`config.mk`:
```
export PLATFORM = sky130hd
export DESIGN_NAME = dual_dac_data_interface
export DESIGN_NICKNAME = d
export VERILOG_FILES = /design/src/shared/conv_pkg.sv /design/src/shared/conv_store_if.sv /design/src/hw/conv_code_store.sv /design/src/hw/dual_dac_data_interface.sv
export SDC_FILE = /design/constraint.sdc
export NUM_CORES = 1
export LEC_CHECK = 0
export BUFFER_PORTS_ARGS = -buffer_cell sky130_fd_sc_hd__buf_2
export CELL_PAD_IN_SITES_DETAIL_PLACEMENT = 1
export CELL_PAD_IN_SITES_GLOBAL_PLACEMENT = 2
export CORE_AREA = 2 2 99 120
export DETAILED_ROUTE_END_ITERATION = 8
export DIE_AREA = 0 0 101 122
export GPL_TIMING_DRIVEN = 0
export PLACE_DENSITY_LB_ADDON = 0.05
export SETUP_SLACK_MARGIN = 0.4
export SYNTH_ARGS = -nofsm -noshare
export SYNTH_HDL_FRONTEND = slang
export SYNTH_SLANG_ARGS = --single-unit
export TNS_END_PERCENT = 100
```
`constraint.sdc`:
```
create_clock -name core_clk_i -period 3.4 [get_ports core_clk_i]
set_input_delay 0.68 -clock core_clk_i [delete_from_list [all_inputs] [get_ports core_clk_i]]
set_output_delay 0.68 -clock core_clk_i [all_outputs]
set_load 0.01 [all_outputs]
```
`src/shared/conv_pkg.sv`:
```
// Notes on behaviour
// Four byte-wide code registers, low and high for each converter, written to update outputs.
// All four code registers read zero after reset.
// Code is right-justified: low holds bits 7..0, the low nibble of high holds bits 11..8.
// After reset both converters are disabled with outputs undriven until software enables them.
// Each converter picks supply or reference as its full scale, independently.
// Software keeps the ADC powered while a converter uses the reference range.
// Output spans zero at code zero to the selected full scale at code 4095.
// One mode bit sets both converters to 12-bit or 8-bit; 8-bit uses the low register.
// In 12-bit mode the output changes on the low byte write; write high first.
// With sync clear, writes are held; setting sync updates both; sync set updates per write.
// Each converter has its own power bit: 1 powers up, 0 powers down.
// Bits 7..4 of each high register are ignored when forming the code.
package conv_pkg;
  localparam int unsigned CODE_W = 12;
  localparam int unsigned BYTE_W = 8;
  localparam int unsigned NIB_W  = 4;

  localparam logic [7:0] ADDR_A_LOW  = 8'hF9;
  localparam logic [7:0] ADDR_A_HIGH = 8'hFA;
  localparam logic [7:0] ADDR_B_LOW  = 8'hFB;
  localparam logic [7:0] ADDR_B_HIGH = 8'hFC;
  localparam logic [7:0] ADDR_CTRL   = 8'hFD;

  localparam logic [7:0] CODE_RESET  = 8'h00;
  localparam logic [7:0] CTRL_RESET  = 8'h04;
  localparam logic [7:0] READ_NONE   = 8'h00;

  localparam int unsigned BIT_MODE  = 7;
  localparam int unsigned BIT_RNG_B = 6;
  localparam int unsigned BIT_RNG_A = 5;
  localparam int unsigned BIT_CLR_B = 4;
  localparam int unsigned BIT_CLR_A = 3;
  localparam int unsigned BIT_SYNC  = 2;
  localparam int unsigned BIT_PWR_B = 1;
  localparam int unsigned BIT_PWR_A = 0;

  localparam logic [11:0] CODE_ZERO = 12'h000;
  localparam logic [3:0]  NIB_ZERO  = 4'h0;
endpackage : conv_pkg

```
`src/shared/conv_store_if.sv`:
```
`timescale 1ns/1ps
interface conv_store_if;
  logic       wr;
  logic [7:0] addr;
  logic [7:0] wdata;
  logic [7:0] a_low;
  logic [7:0] a_high;
  logic [7:0] b_low;
  logic [7:0] b_high;

  modport ctrl  (output wr, output addr, output wdata,
                 input a_low, input a_high, input b_low, input b_high);
  modport store (input wr, input addr, input wdata,
                 output a_low, output a_high, output b_low, output b_high);
endinterface : conv_store_if

```
`src/hw/conv_code_store.sv`:
```
`timescale 1ns/1ps
module conv_code_store (
  // Clock and reset
  input  wire logic core_clk_i,
  input  wire logic sys_rst_i,
  // Access from the control side
  conv_store_if.store st
);
  logic [7:0] a_low_r;
  logic [7:0] a_high_r;
  logic [7:0] b_low_r;
  logic [7:0] b_high_r;

  wire wr_a_low  = st.wr && (st.addr == conv_pkg::ADDR_A_LOW);
  wire wr_a_high = st.wr && (st.addr == conv_pkg::ADDR_A_HIGH);
  wire wr_b_low  = st.wr && (st.addr == conv_pkg::ADDR_B_LOW);
  wire wr_b_high = st.wr && (st.addr == conv_pkg::ADDR_B_HIGH);

  always_ff @(posedge core_clk_i) begin
    if (sys_rst_i) begin
      a_low_r  <= conv_pkg::CODE_RESET;
      a_high_r <= conv_pkg::CODE_RESET;
      b_low_r  <= conv_pkg::CODE_RESET;
      b_high_r <= conv_pkg::CODE_RESET;
    end else begin
      if (wr_a_low)  a_low_r  <= st.wdata;
      if (wr_a_high) a_high_r <= st.wdata;
      if (wr_b_low)  b_low_r  <= st.wdata;
      if (wr_b_high) b_high_r <= st.wdata;
    end
  end

  assign st.a_low  = a_low_r;
  assign st.a_high = a_high_r;
  assign st.b_low  = b_low_r;
  assign st.b_high = b_high_r;
endmodule : conv_code_store

```
`src/hw/dual_dac_data_interface.sv`:
```
`timescale 1ns/1ps
module dual_dac_data_interface (
  // Clock and reset
  input  wire logic        core_clk_i,
  input  wire logic        sys_rst_i,
  // Special-function-register bus
  input  wire logic [7:0]  sfr_addr_i,
  input  wire logic        sfr_wr_i,
  input  wire logic [7:0]  sfr_wdata_i,
  input  wire logic        sfr_rd_i,
  output logic      [7:0]  sfr_rdata_o,
  // Converter A
  output logic      [11:0] conv_a_code_o,
  output logic             conv_a_drive_en_o,
  output logic             conv_a_ref_avdd_o,
  // Converter B
  output logic      [11:0] conv_b_code_o,
  output logic             conv_b_drive_en_o,
  output logic             conv_b_ref_avdd_o
);
  conv_store_if st ();

  // Control register
  logic [7:0]  converter_control_reg_r;
  logic [7:0]  converter_control_reg_nxt;

  // Held codes, loaded by a sync step or an immediate low-byte write
  logic [11:0] active_a_r;
  logic [11:0] active_a_nxt;
  logic [11:0] active_b_r;
  logic [11:0] active_b_nxt;

  // Codes presented to the converters
  logic [11:0] out_a_r;
  logic [11:0] out_a_nxt;
  logic [11:0] out_b_r;
  logic [11:0] out_b_nxt;

  // Read path
  logic [7:0]  rdata_sel;
  logic [7:0]  rdata_r;
  logic [7:0]  rdata_nxt;

  // True when a bus strobe in this cycle targets the given register
  function automatic logic hits(input logic       strobe,
                                input logic [7:0] addr,
                                input logic [7:0] target);
    hits = strobe && (addr == target);
  endfunction : hits

  // Picks one field bit out of a control byte
  function automatic logic ctrl_bit(input logic [7:0]  ctrl,
                                    input int unsigned pos);
    ctrl_bit = ctrl[pos];
  endfunction : ctrl_bit

  // Builds the converter code from a low and high byte under the current mode
  function automatic logic [11:0] form_code(input logic [7:0] low,
                                            input logic [7:0] high,
                                            input logic       mode_8bit);
    if (mode_8bit)
      form_code = {low, conv_pkg::NIB_ZERO};
    else
      form_code = {high[conv_pkg::NIB_W-1:0], low};
  endfunction : form_code

  // A sync step and a low-byte write never share a cycle: one address per bus cycle
  function automatic logic [11:0] next_held(input logic [11:0] held,
                                            input logic        step,
                                            input logic [11:0] step_code,
                                            input logic        upd,
                                            input logic [11:0] upd_code);
    if (step)
      next_held = step_code;
    else if (upd)
      next_held = upd_code;
    else
      next_held = held;
  endfunction : next_held

  // Clear low forces zero volts without losing the held code
  function automatic logic [11:0] gate_clear(input logic [11:0] code,
                                             input logic        run);
    if (run)
      gate_clear = code;
    else
      gate_clear = conv_pkg::CODE_ZERO;
  endfunction : gate_clear

  // Byte store keeps every written bit, upper nibble of the high bytes included
  assign st.wr    = sfr_wr_i;
  assign st.addr  = sfr_addr_i;
  assign st.wdata = sfr_wdata_i;

  conv_code_store conv_code_store_inst (
    .core_clk_i (core_clk_i),
    .sys_rst_i  (sys_rst_i),
    .st         (st)
  );

  // Stored bytes as seen from this side
  wire [7:0]  held_a_low  = st.a_low;
  wire [7:0]  held_a_high = st.a_high;
  wire [7:0]  held_b_low  = st.b_low;
  wire [7:0]  held_b_high = st.b_high;

  // Register selects for this cycle's write
  wire        wr_ctrl   = hits(sfr_wr_i, sfr_addr_i, conv_pkg::ADDR_CTRL);
  wire        wr_a_low  = hits(sfr_wr_i, sfr_addr_i, conv_pkg::ADDR_A_LOW);
  wire        wr_b_low  = hits(sfr_wr_i, sfr_addr_i, conv_pkg::ADDR_B_LOW);

  // Control fields as held
  wire        mode_8bit = ctrl_bit(converter_control_reg_r, conv_pkg::BIT_MODE);
  wire        sync_set  = ctrl_bit(converter_control_reg_r, conv_pkg::BIT_SYNC);
  wire        run_a     = ctrl_bit(converter_control_reg_r, conv_pkg::BIT_CLR_A);
  wire        run_b     = ctrl_bit(converter_control_reg_r, conv_pkg::BIT_CLR_B);
  wire        pwr_a     = ctrl_bit(converter_control_reg_r, conv_pkg::BIT_PWR_A);
  wire        pwr_b     = ctrl_bit(converter_control_reg_r, conv_pkg::BIT_PWR_B);
  wire        avdd_a    = ctrl_bit(converter_control_reg_r, conv_pkg::BIT_RNG_A);
  wire        avdd_b    = ctrl_bit(converter_control_reg_r, conv_pkg::BIT_RNG_B);

  // Control fields carried by this cycle's write
  wire        sync_new  = ctrl_bit(sfr_wdata_i, conv_pkg::BIT_SYNC);
  wire        mode_new  = ctrl_bit(sfr_wdata_i, conv_pkg::BIT_MODE);

  // Held values go out only on a 0 to 1 step of the sync bit, not on every control write
  wire        sync_rise = wr_ctrl && sync_new && !sync_set;
  wire        upd_a_low = wr_a_low && sync_set;
  wire        upd_b_low = wr_b_low && sync_set;

  // A control write replaces all eight bits at once
  assign converter_control_reg_nxt = wr_ctrl ? sfr_wdata_i : converter_control_reg_r;

  // Converter A: immediate code uses the held mode, a sync step the mode just written
  wire [11:0] code_a_wr   = form_code(sfr_wdata_i, held_a_high, mode_8bit);
  wire [11:0] code_a_sync = form_code(held_a_low, held_a_high, mode_new);
  assign active_a_nxt = next_held(active_a_r, sync_rise, code_a_sync, upd_a_low, code_a_wr);
  assign out_a_nxt    = gate_clear(active_a_r, run_a);

  // Converter B, same arrangement
  wire [11:0] code_b_wr   = form_code(sfr_wdata_i, held_b_high, mode_8bit);
  wire [11:0] code_b_sync = form_code(held_b_low, held_b_high, mode_new);
  assign active_b_nxt = next_held(active_b_r, sync_rise, code_b_sync, upd_b_low, code_b_wr);
  assign out_b_nxt    = gate_clear(active_b_r, run_b);

  // Read data holds until the next read strobe
  assign rdata_nxt = sfr_rd_i ? rdata_sel : rdata_r;

  // Unmapped addresses read as zero
  always_comb begin
    case (sfr_addr_i)
      conv_pkg::ADDR_A_LOW:  rdata_sel = held_a_low;
      conv_pkg::ADDR_A_HIGH: rdata_sel = held_a_high;
      conv_pkg::ADDR_B_LOW:  rdata_sel = held_b_low;
      conv_pkg::ADDR_B_HIGH: rdata_sel = held_b_high;
      conv_pkg::ADDR_CTRL:   rdata_sel = converter_control_reg_r;
      default:               rdata_sel = conv_pkg::READ_NONE;
    endcase
  end

  // Reset leaves both converters powered down with sync set
  always_ff @(posedge core_clk_i) begin
    if (sys_rst_i) begin
      converter_control_reg_r <= conv_pkg::CTRL_RESET;
    end else begin
      converter_control_reg_r <= converter_control_reg_nxt;
    end
  end

  // Held codes
  always_ff @(posedge core_clk_i) begin
    if (sys_rst_i) begin
      active_a_r <= conv_pkg::CODE_ZERO;
    end else begin
      active_a_r <= active_a_nxt;
    end
  end

  always_ff @(posedge core_clk_i) begin
    if (sys_rst_i) begin
      active_b_r <= conv_pkg::CODE_ZERO;
    end else begin
      active_b_r <= active_b_nxt;
    end
  end

  // Presented codes lag the held codes by one edge
  always_ff @(posedge core_clk_i) begin
    if (sys_rst_i) begin
      out_a_r <= conv_pkg::CODE_ZERO;
    end else begin
      out_a_r <= out_a_nxt;
    end
  end

  always_ff @(posedge core_clk_i) begin
    if (sys_rst_i) begin
      out_b_r <= conv_pkg::CODE_ZERO;
    end else begin
      out_b_r <= out_b_nxt;
    end
  end

  // Read data register
  always_ff @(posedge core_clk_i) begin
    if (sys_rst_i) begin
      rdata_r <= conv_pkg::READ_NONE;
    end else begin
      rdata_r <= rdata_nxt;
    end
  end

  assign sfr_rdata_o       = rdata_r;

  // Converter A pins; the output stage is undriven while powered down
  assign conv_a_code_o     = out_a_r;
  assign conv_a_drive_en_o = pwr_a;
  assign conv_a_ref_avdd_o = avdd_a;

  // Converter B pins
  assign conv_b_code_o     = out_b_r;
  assign conv_b_drive_en_o = pwr_b;
  assign conv_b_ref_avdd_o = avdd_b;
endmodule : dual_dac_data_interface

```
Word level (Yosys, flattened, before mapping)

Cells that the tools add are included.
Widths: inputs -> output; s select.

Equality and inequality tests: 5
Muxes and demuxes: 9
Bitwise operators: 2
Reduce and logical (&&, ||, !) cells: 14

Operator list:

| kind               | number |
|---|---|
| $mux 12            | 8 |
| $eq 8x8->1 const B | 5 |
| $pmux 8 s5         | 1 |
| $logic_and 1x1->1  | 9 |
| $reduce_bool 2->1  | 2 |
| $reduce_or 2->1    | 2 |
| $not 1->1          | 2 |
| $logic_not 1->1    | 1 |

Bits in registers: 96
Input bits: 20
Output and inout bits: 36
Logic and storage cells: 40

Depth between registers and ports, before layout

Depth in word-level cells: 5
Depth in mapped cells: 7
Gate-level depth less buffers: 4

Cells and area by module

From an unflattened synthesis, not the netlist that was laid out.

Cell total of the unflattened synthesis: 478
Area total of the unflattened synthesis: 4600.7 sq um

By module, submodules not included:

| module                  | times used | cells each | area each (sq um) | seq. area each (sq um) |
|---|---|---|---|---|
| dual_dac_data_interface | 1          | 356        | 3246.9            | 1281.2 |
| conv_code_store         | 1          | 122        | 1353.8            | 640.6 |

Least setup slack after synthesis

Ideal clock, no wire load.

Path type: input to register
From: in sfr_addr_i[0]
To: reg active_a_r[6]
Library setup time: 0.086 ns
Arrival: 2.003 ns
Required time: 3.314 ns
Setup slack: 1.312 ns
Stages on the path: 7
Path buffers: 3
Cells stage by stage: buf_2 nand4b_2 or3_1 clkbuf_1 buf_2 mux2i_1 a211oi_1

Longest elaborated chain between the ends: 5
Elaborated cells between the ends (all ways): 9
Classes of those cells: 2 x eq/ne; 1 x mux; 6 x reduce/logical

RTL lines:

| item                                         | RTL line                       | RTL |
|---|---|---|
| start, declared                              | dual_dac_data_interface.sv:7   | `input wire logic [7:0] sfr_addr_i,` |
| $eq 8x8->1                                   | dual_dac_data_interface.sv:48  | `hits = strobe && (addr == target);` |
| $logic_and 1x1->1                            | dual_dac_data_interface.sv:48  |  |
| $logic_and 1x1->1 (2 in a row)               | dual_dac_data_interface.sv:127 | `wire sync_rise = wr_ctrl && sync_new && !sync_set;` |
| $mux 12 or $reduce_bool 2->1 (tied branches) | -                              |  |
| end signal, assigned                         | dual_dac_data_interface.sv:173 | `active_a_r <= conv_pkg::CODE_ZERO;` |
| end signal, assigned                         | dual_dac_data_interface.sv:175 | `active_a_r <= active_a_nxt;` |
| end, declared                                | dual_dac_data_interface.sv:28  | `logic [11:0] active_a_r;` |

Parallel ways exist; a longest one is shown, timed or not.
A chain may end at the register's enable or synchronous reset.

Final worst setup path

From: in sfr_addr_i[1]
To: reg rdata_r[0] (netlist: sfr_rdata_o[0])

Longest elaborated chain between the ends: 2
Elaborated cells between the ends (all ways): 6
Classes of those cells: 5 x eq/ne; 1 x mux

RTL lines:

| item                 | RTL line                       | RTL |
|---|---|---|
| $eq 8x8->1           | dual_dac_data_interface.sv:151 | `case (sfr_addr_i)` |
| $pmux 8 s5 *         | dual_dac_data_interface.sv:151 |  |
| end signal, assigned | dual_dac_data_interface.sv:207 | `rdata_r <= conv_pkg::READ_NONE;` |
| end signal, assigned | dual_dac_data_interface.sv:209 | `rdata_r <= rdata_nxt;` |
| end, declared        | dual_dac_data_interface.sv:41  | `logic [7:0] rdata_r;` |

Every way passes the cells marked *; elsewhere a longest branch is shown, timed or not.

==> impl_metrics.json <==
{
  "worstHoldPathCells": 1,
  "mapped_cell_area_um2": 4130,
  "via_count_of_the_first_global_routing_pass": 3490,
  "placement.cell_area_um2": 4550,
  "post_syn_nets": 450,
  "critical_path.endpoint_type": "register",
  "cell_taking_the_most_area_after_synthesis": "dfxtp_1",
  "rr_startpoint": "converter_control_reg_r[2]",
  "port_buffers": 49,
  "detailedRoute.firstPassIterationCount": 4,
  "grt_start_max_net_pins": 18,
  "design.die.area_um2": 12300,
  "min-delay-path-class": "reg2reg",
  "slew_violations": 0,
  "clk_transition_reported_paths_ns": 0.07,
  "clock_sinks": 96,
  "antenna_found_initial": 0,
  "ys_ff_latch": 96,
  "tightest_slew_ns": 1.05,
  "route.final.wire_length_um": 12800,
  "critPathLaunchType": "input port",
  "number_of_cts_inserted_buffers": 9,
  "first_iter_violations": 99,
  "cts_setup_buffers": 0,
  "crit_required_ns": 3.64,
  "worst_slew_margin_rel_pct": 29.5,
  "p_leak_nw": 1.99,
  "maxCapViolCount": 0,
  "dieHeight_um": 122,
  "die_width_um": 101,
  "crit_arrival_ns": 2.51,
  "setup_viol": 0,
  "critical_path.max_stage_delay_ns": 0.88,
  "setup-tns-final_ns": 0,
  "grt_first_pass_wirelength_um": 20100,
  "final_nets": 510,
  "syn-mean-instance-area_um2": 9.61,
  "clock_insertion_delay_at_the_later_pin_of_the_skew_report_ns": 0.35,
  "number_of_standard_cells_after_synthesis": 430,
  "yosys.area.top_type_share_pct": 46.5,
  "timing.setup.critical_path_class": "in2reg",
  "clock_skew_ns": 0.0106,
  "worst_r2r_endpoint": "active_b_r[3]",
  "timing.reg2reg.setup_slack_ns": 1.36,
  "ant_cells": 0,
  "commonest_register_cell_after_synthesis": "dfxtp_1",
  "crit_path_top_delay_cell": "nor4_2",
  "coreArea_um2": 11300,
  "layout-drive-gt1-share_pct": 18.2,
  "power.density_cell_area_nw_per_um2": 472,
  "global_route.usage.total_pct": 21.7,
  "hp-start": "active_a_r[6]",
  "cts.repair.resized": 0,
  "worst-r2r-cell-count": 4,
  "async_flop_share_pct": 0,
  "io_pins": 56,
  "floorplan.initialDensity_pct": 36.6,
  "synth-edff-count": 0,
  "design_area_um2": 4850,
  "post_drt_via_cell_ratio": 5.44,
  "grt_setup_unrepaired": "false",
  "hold_viol": 0,
  "synth_cell_types": 37,
  "layout_commonest_cell": "dfxtp_1",
  "fmax_ghz": 0.440,
  "cts_tree": "yes",
  "min_to": "conv_a_code_o[6]",
  "routabilityCongestion": 0.803,
  "clock_tree.buffer_depth": 2,
  "timing.critical_path.from": "sfr_addr_i[1]",
  "htreeDepth": 3,
  "dr_total_vias": 3425,
  "cts_hold_repair.buffers": 0,
  "root_buffer": "clkbuf_16",
  "drc_errors": 0,
  "synth-warning-count": 0,
  "grt_overflow_total": 0,
  "synth_seq_area_share_pct": 46.5,
  "avgRoutedWirePerCell_um": 20.3,
  "most-common-layout-cells": "96 x dfxtp_1, 62 x buf_2, 61 x mux2i_1",
  "layout_min_cycle_time_ns": 2.27,
  "areaGrowthSynthToFinish_pct": 17.4,
  "fp-row-count": 43,
  "total_power_mw": 2.29,
  "critical_path.cell_chain": "buf_2 > nand4_1 > nor4_2 > nand2_1 > a311oi_1",
  "dpl.hpwl_um": 9520,
  "max-vdd-ir-drop_mv": 0.302,
  "fin_crit_sh_pct": 66.9,
  "detail-route-antenna-nets": 0,
  "run_status": "completed",
  "synth_area_leaders": "dfxtp_1 46%, mux2i_1 15%, nor2_1 5.2%, a211oi_1 4.0%, and2_1 3.6%",
  "critical_path_peak_fanout": 8
}
## cells by family after synthesis
logic type             after synthesis  share of synthesized area (%)
AND/OR/NAND/NOR                    150                           19.6
flip-flops                          96                           46.5
AO/OA/AOI/OAI                       73                           13.2
multiplexers                        66                           16.1
buffers and inverters               45                           4.66
## registers in the layout (all words and copies together), names as in the netlist
register and flops:
conv_code_store_inst.st.a_high 8, conv_code_store_inst.st.b_low 8, sfr_rdata_o 8, conv_code_store_inst.st.b_high 8
active_b_r 12, conv_a_code_o 12, conv_code_store_inst.st.a_low 8, active_a_r 12
converter_control_reg_r 8, conv_b_code_o 12
## worst max-delay path by stage
| stage | endpoint | slack [ns] | cells after the start |
|---|---|---|---|
| floorplan | active_a_r[6] | 1.31 | 7 |
| global placement | active_b_r[3] | 0.86 | 5 |
| detailed placement | sfr_rdata_o[0] | 0.80 | 5 |
| CTS | sfr_rdata_o[0] | 1.10 | 5 |
| global route | active_b_r[2] | 1.03 | 5 |
| finish | sfr_rdata_o[0] | 1.13 | 5 |
## metal layers
layer | wire (µm) | share of wire (%) | track usage, %
met5 | 0 | 0 | 0
met4 | 294 | 2.3 | 7.69
met3 | 290 | 2.3 | 3.33
met2 | 6280 | 49 | 37.4
met1 | 5920 | 46 | 27.4
## worst max-delay path, delay by kind of cell
kind	cells	cell delay (ns)
AO/OA/AOI/OAI	1	0.37
buffers and inverters	1	0.12
AND/OR/NAND/NOR	3	1.34
## per-stage QoR
step           cells  hold slack [ns]  utilization [%]  setup WS [ns]
6_report         630            0.454             42.9           1.13
3_3_place_gp     614            0.440             40.3          0.860
4_1_cts          630            0.459             42.9           1.10
2_1_floorplan    430            0.429                -           1.31
3_5_place_dp     614            0.444             40.3          0.798
5_1_grt          630            0.482             42.9           1.03
## where the power goes
group,internal (mW),total (mW),switching (mW)
clock network,0.579,1.05,0.472
registers,1.13,1.13,0.00292
logic,0.0280,0.107,0.0791
## Yosys cell counts (5+ instances only)
cell	count
dfxtp_1	96
mux2i_1	61
nor2_1	57
and2_1	24
a211oi_1	22
clkbuf_1	20
nand2_1	17
buf_2	13
nor2b_1	10
a21oi_1	9
inv_1	9
a221oi_1	8
a311oi_1	8
nand3_1	8
nor3_1	8
nor4_1	7
o211ai_1	6
mux2_2	5
or3_1	5
## cell type report
cell class / count / area [µm²]
Clock inverter: 7 / 78.8
Fill cell: 1302 / 6450
Inverter: 9 / 33.8
Timing Repair Buffer: 49 / 245
Tap cell: 135 / 169
Buffer: 36 / 159
Clock buffer: 9 / 225
Multi-Input combinational cell: 289 / 2020
Sequential cell: 96 / 1920
Note: power is estimated with default switching activity, not from simulation.
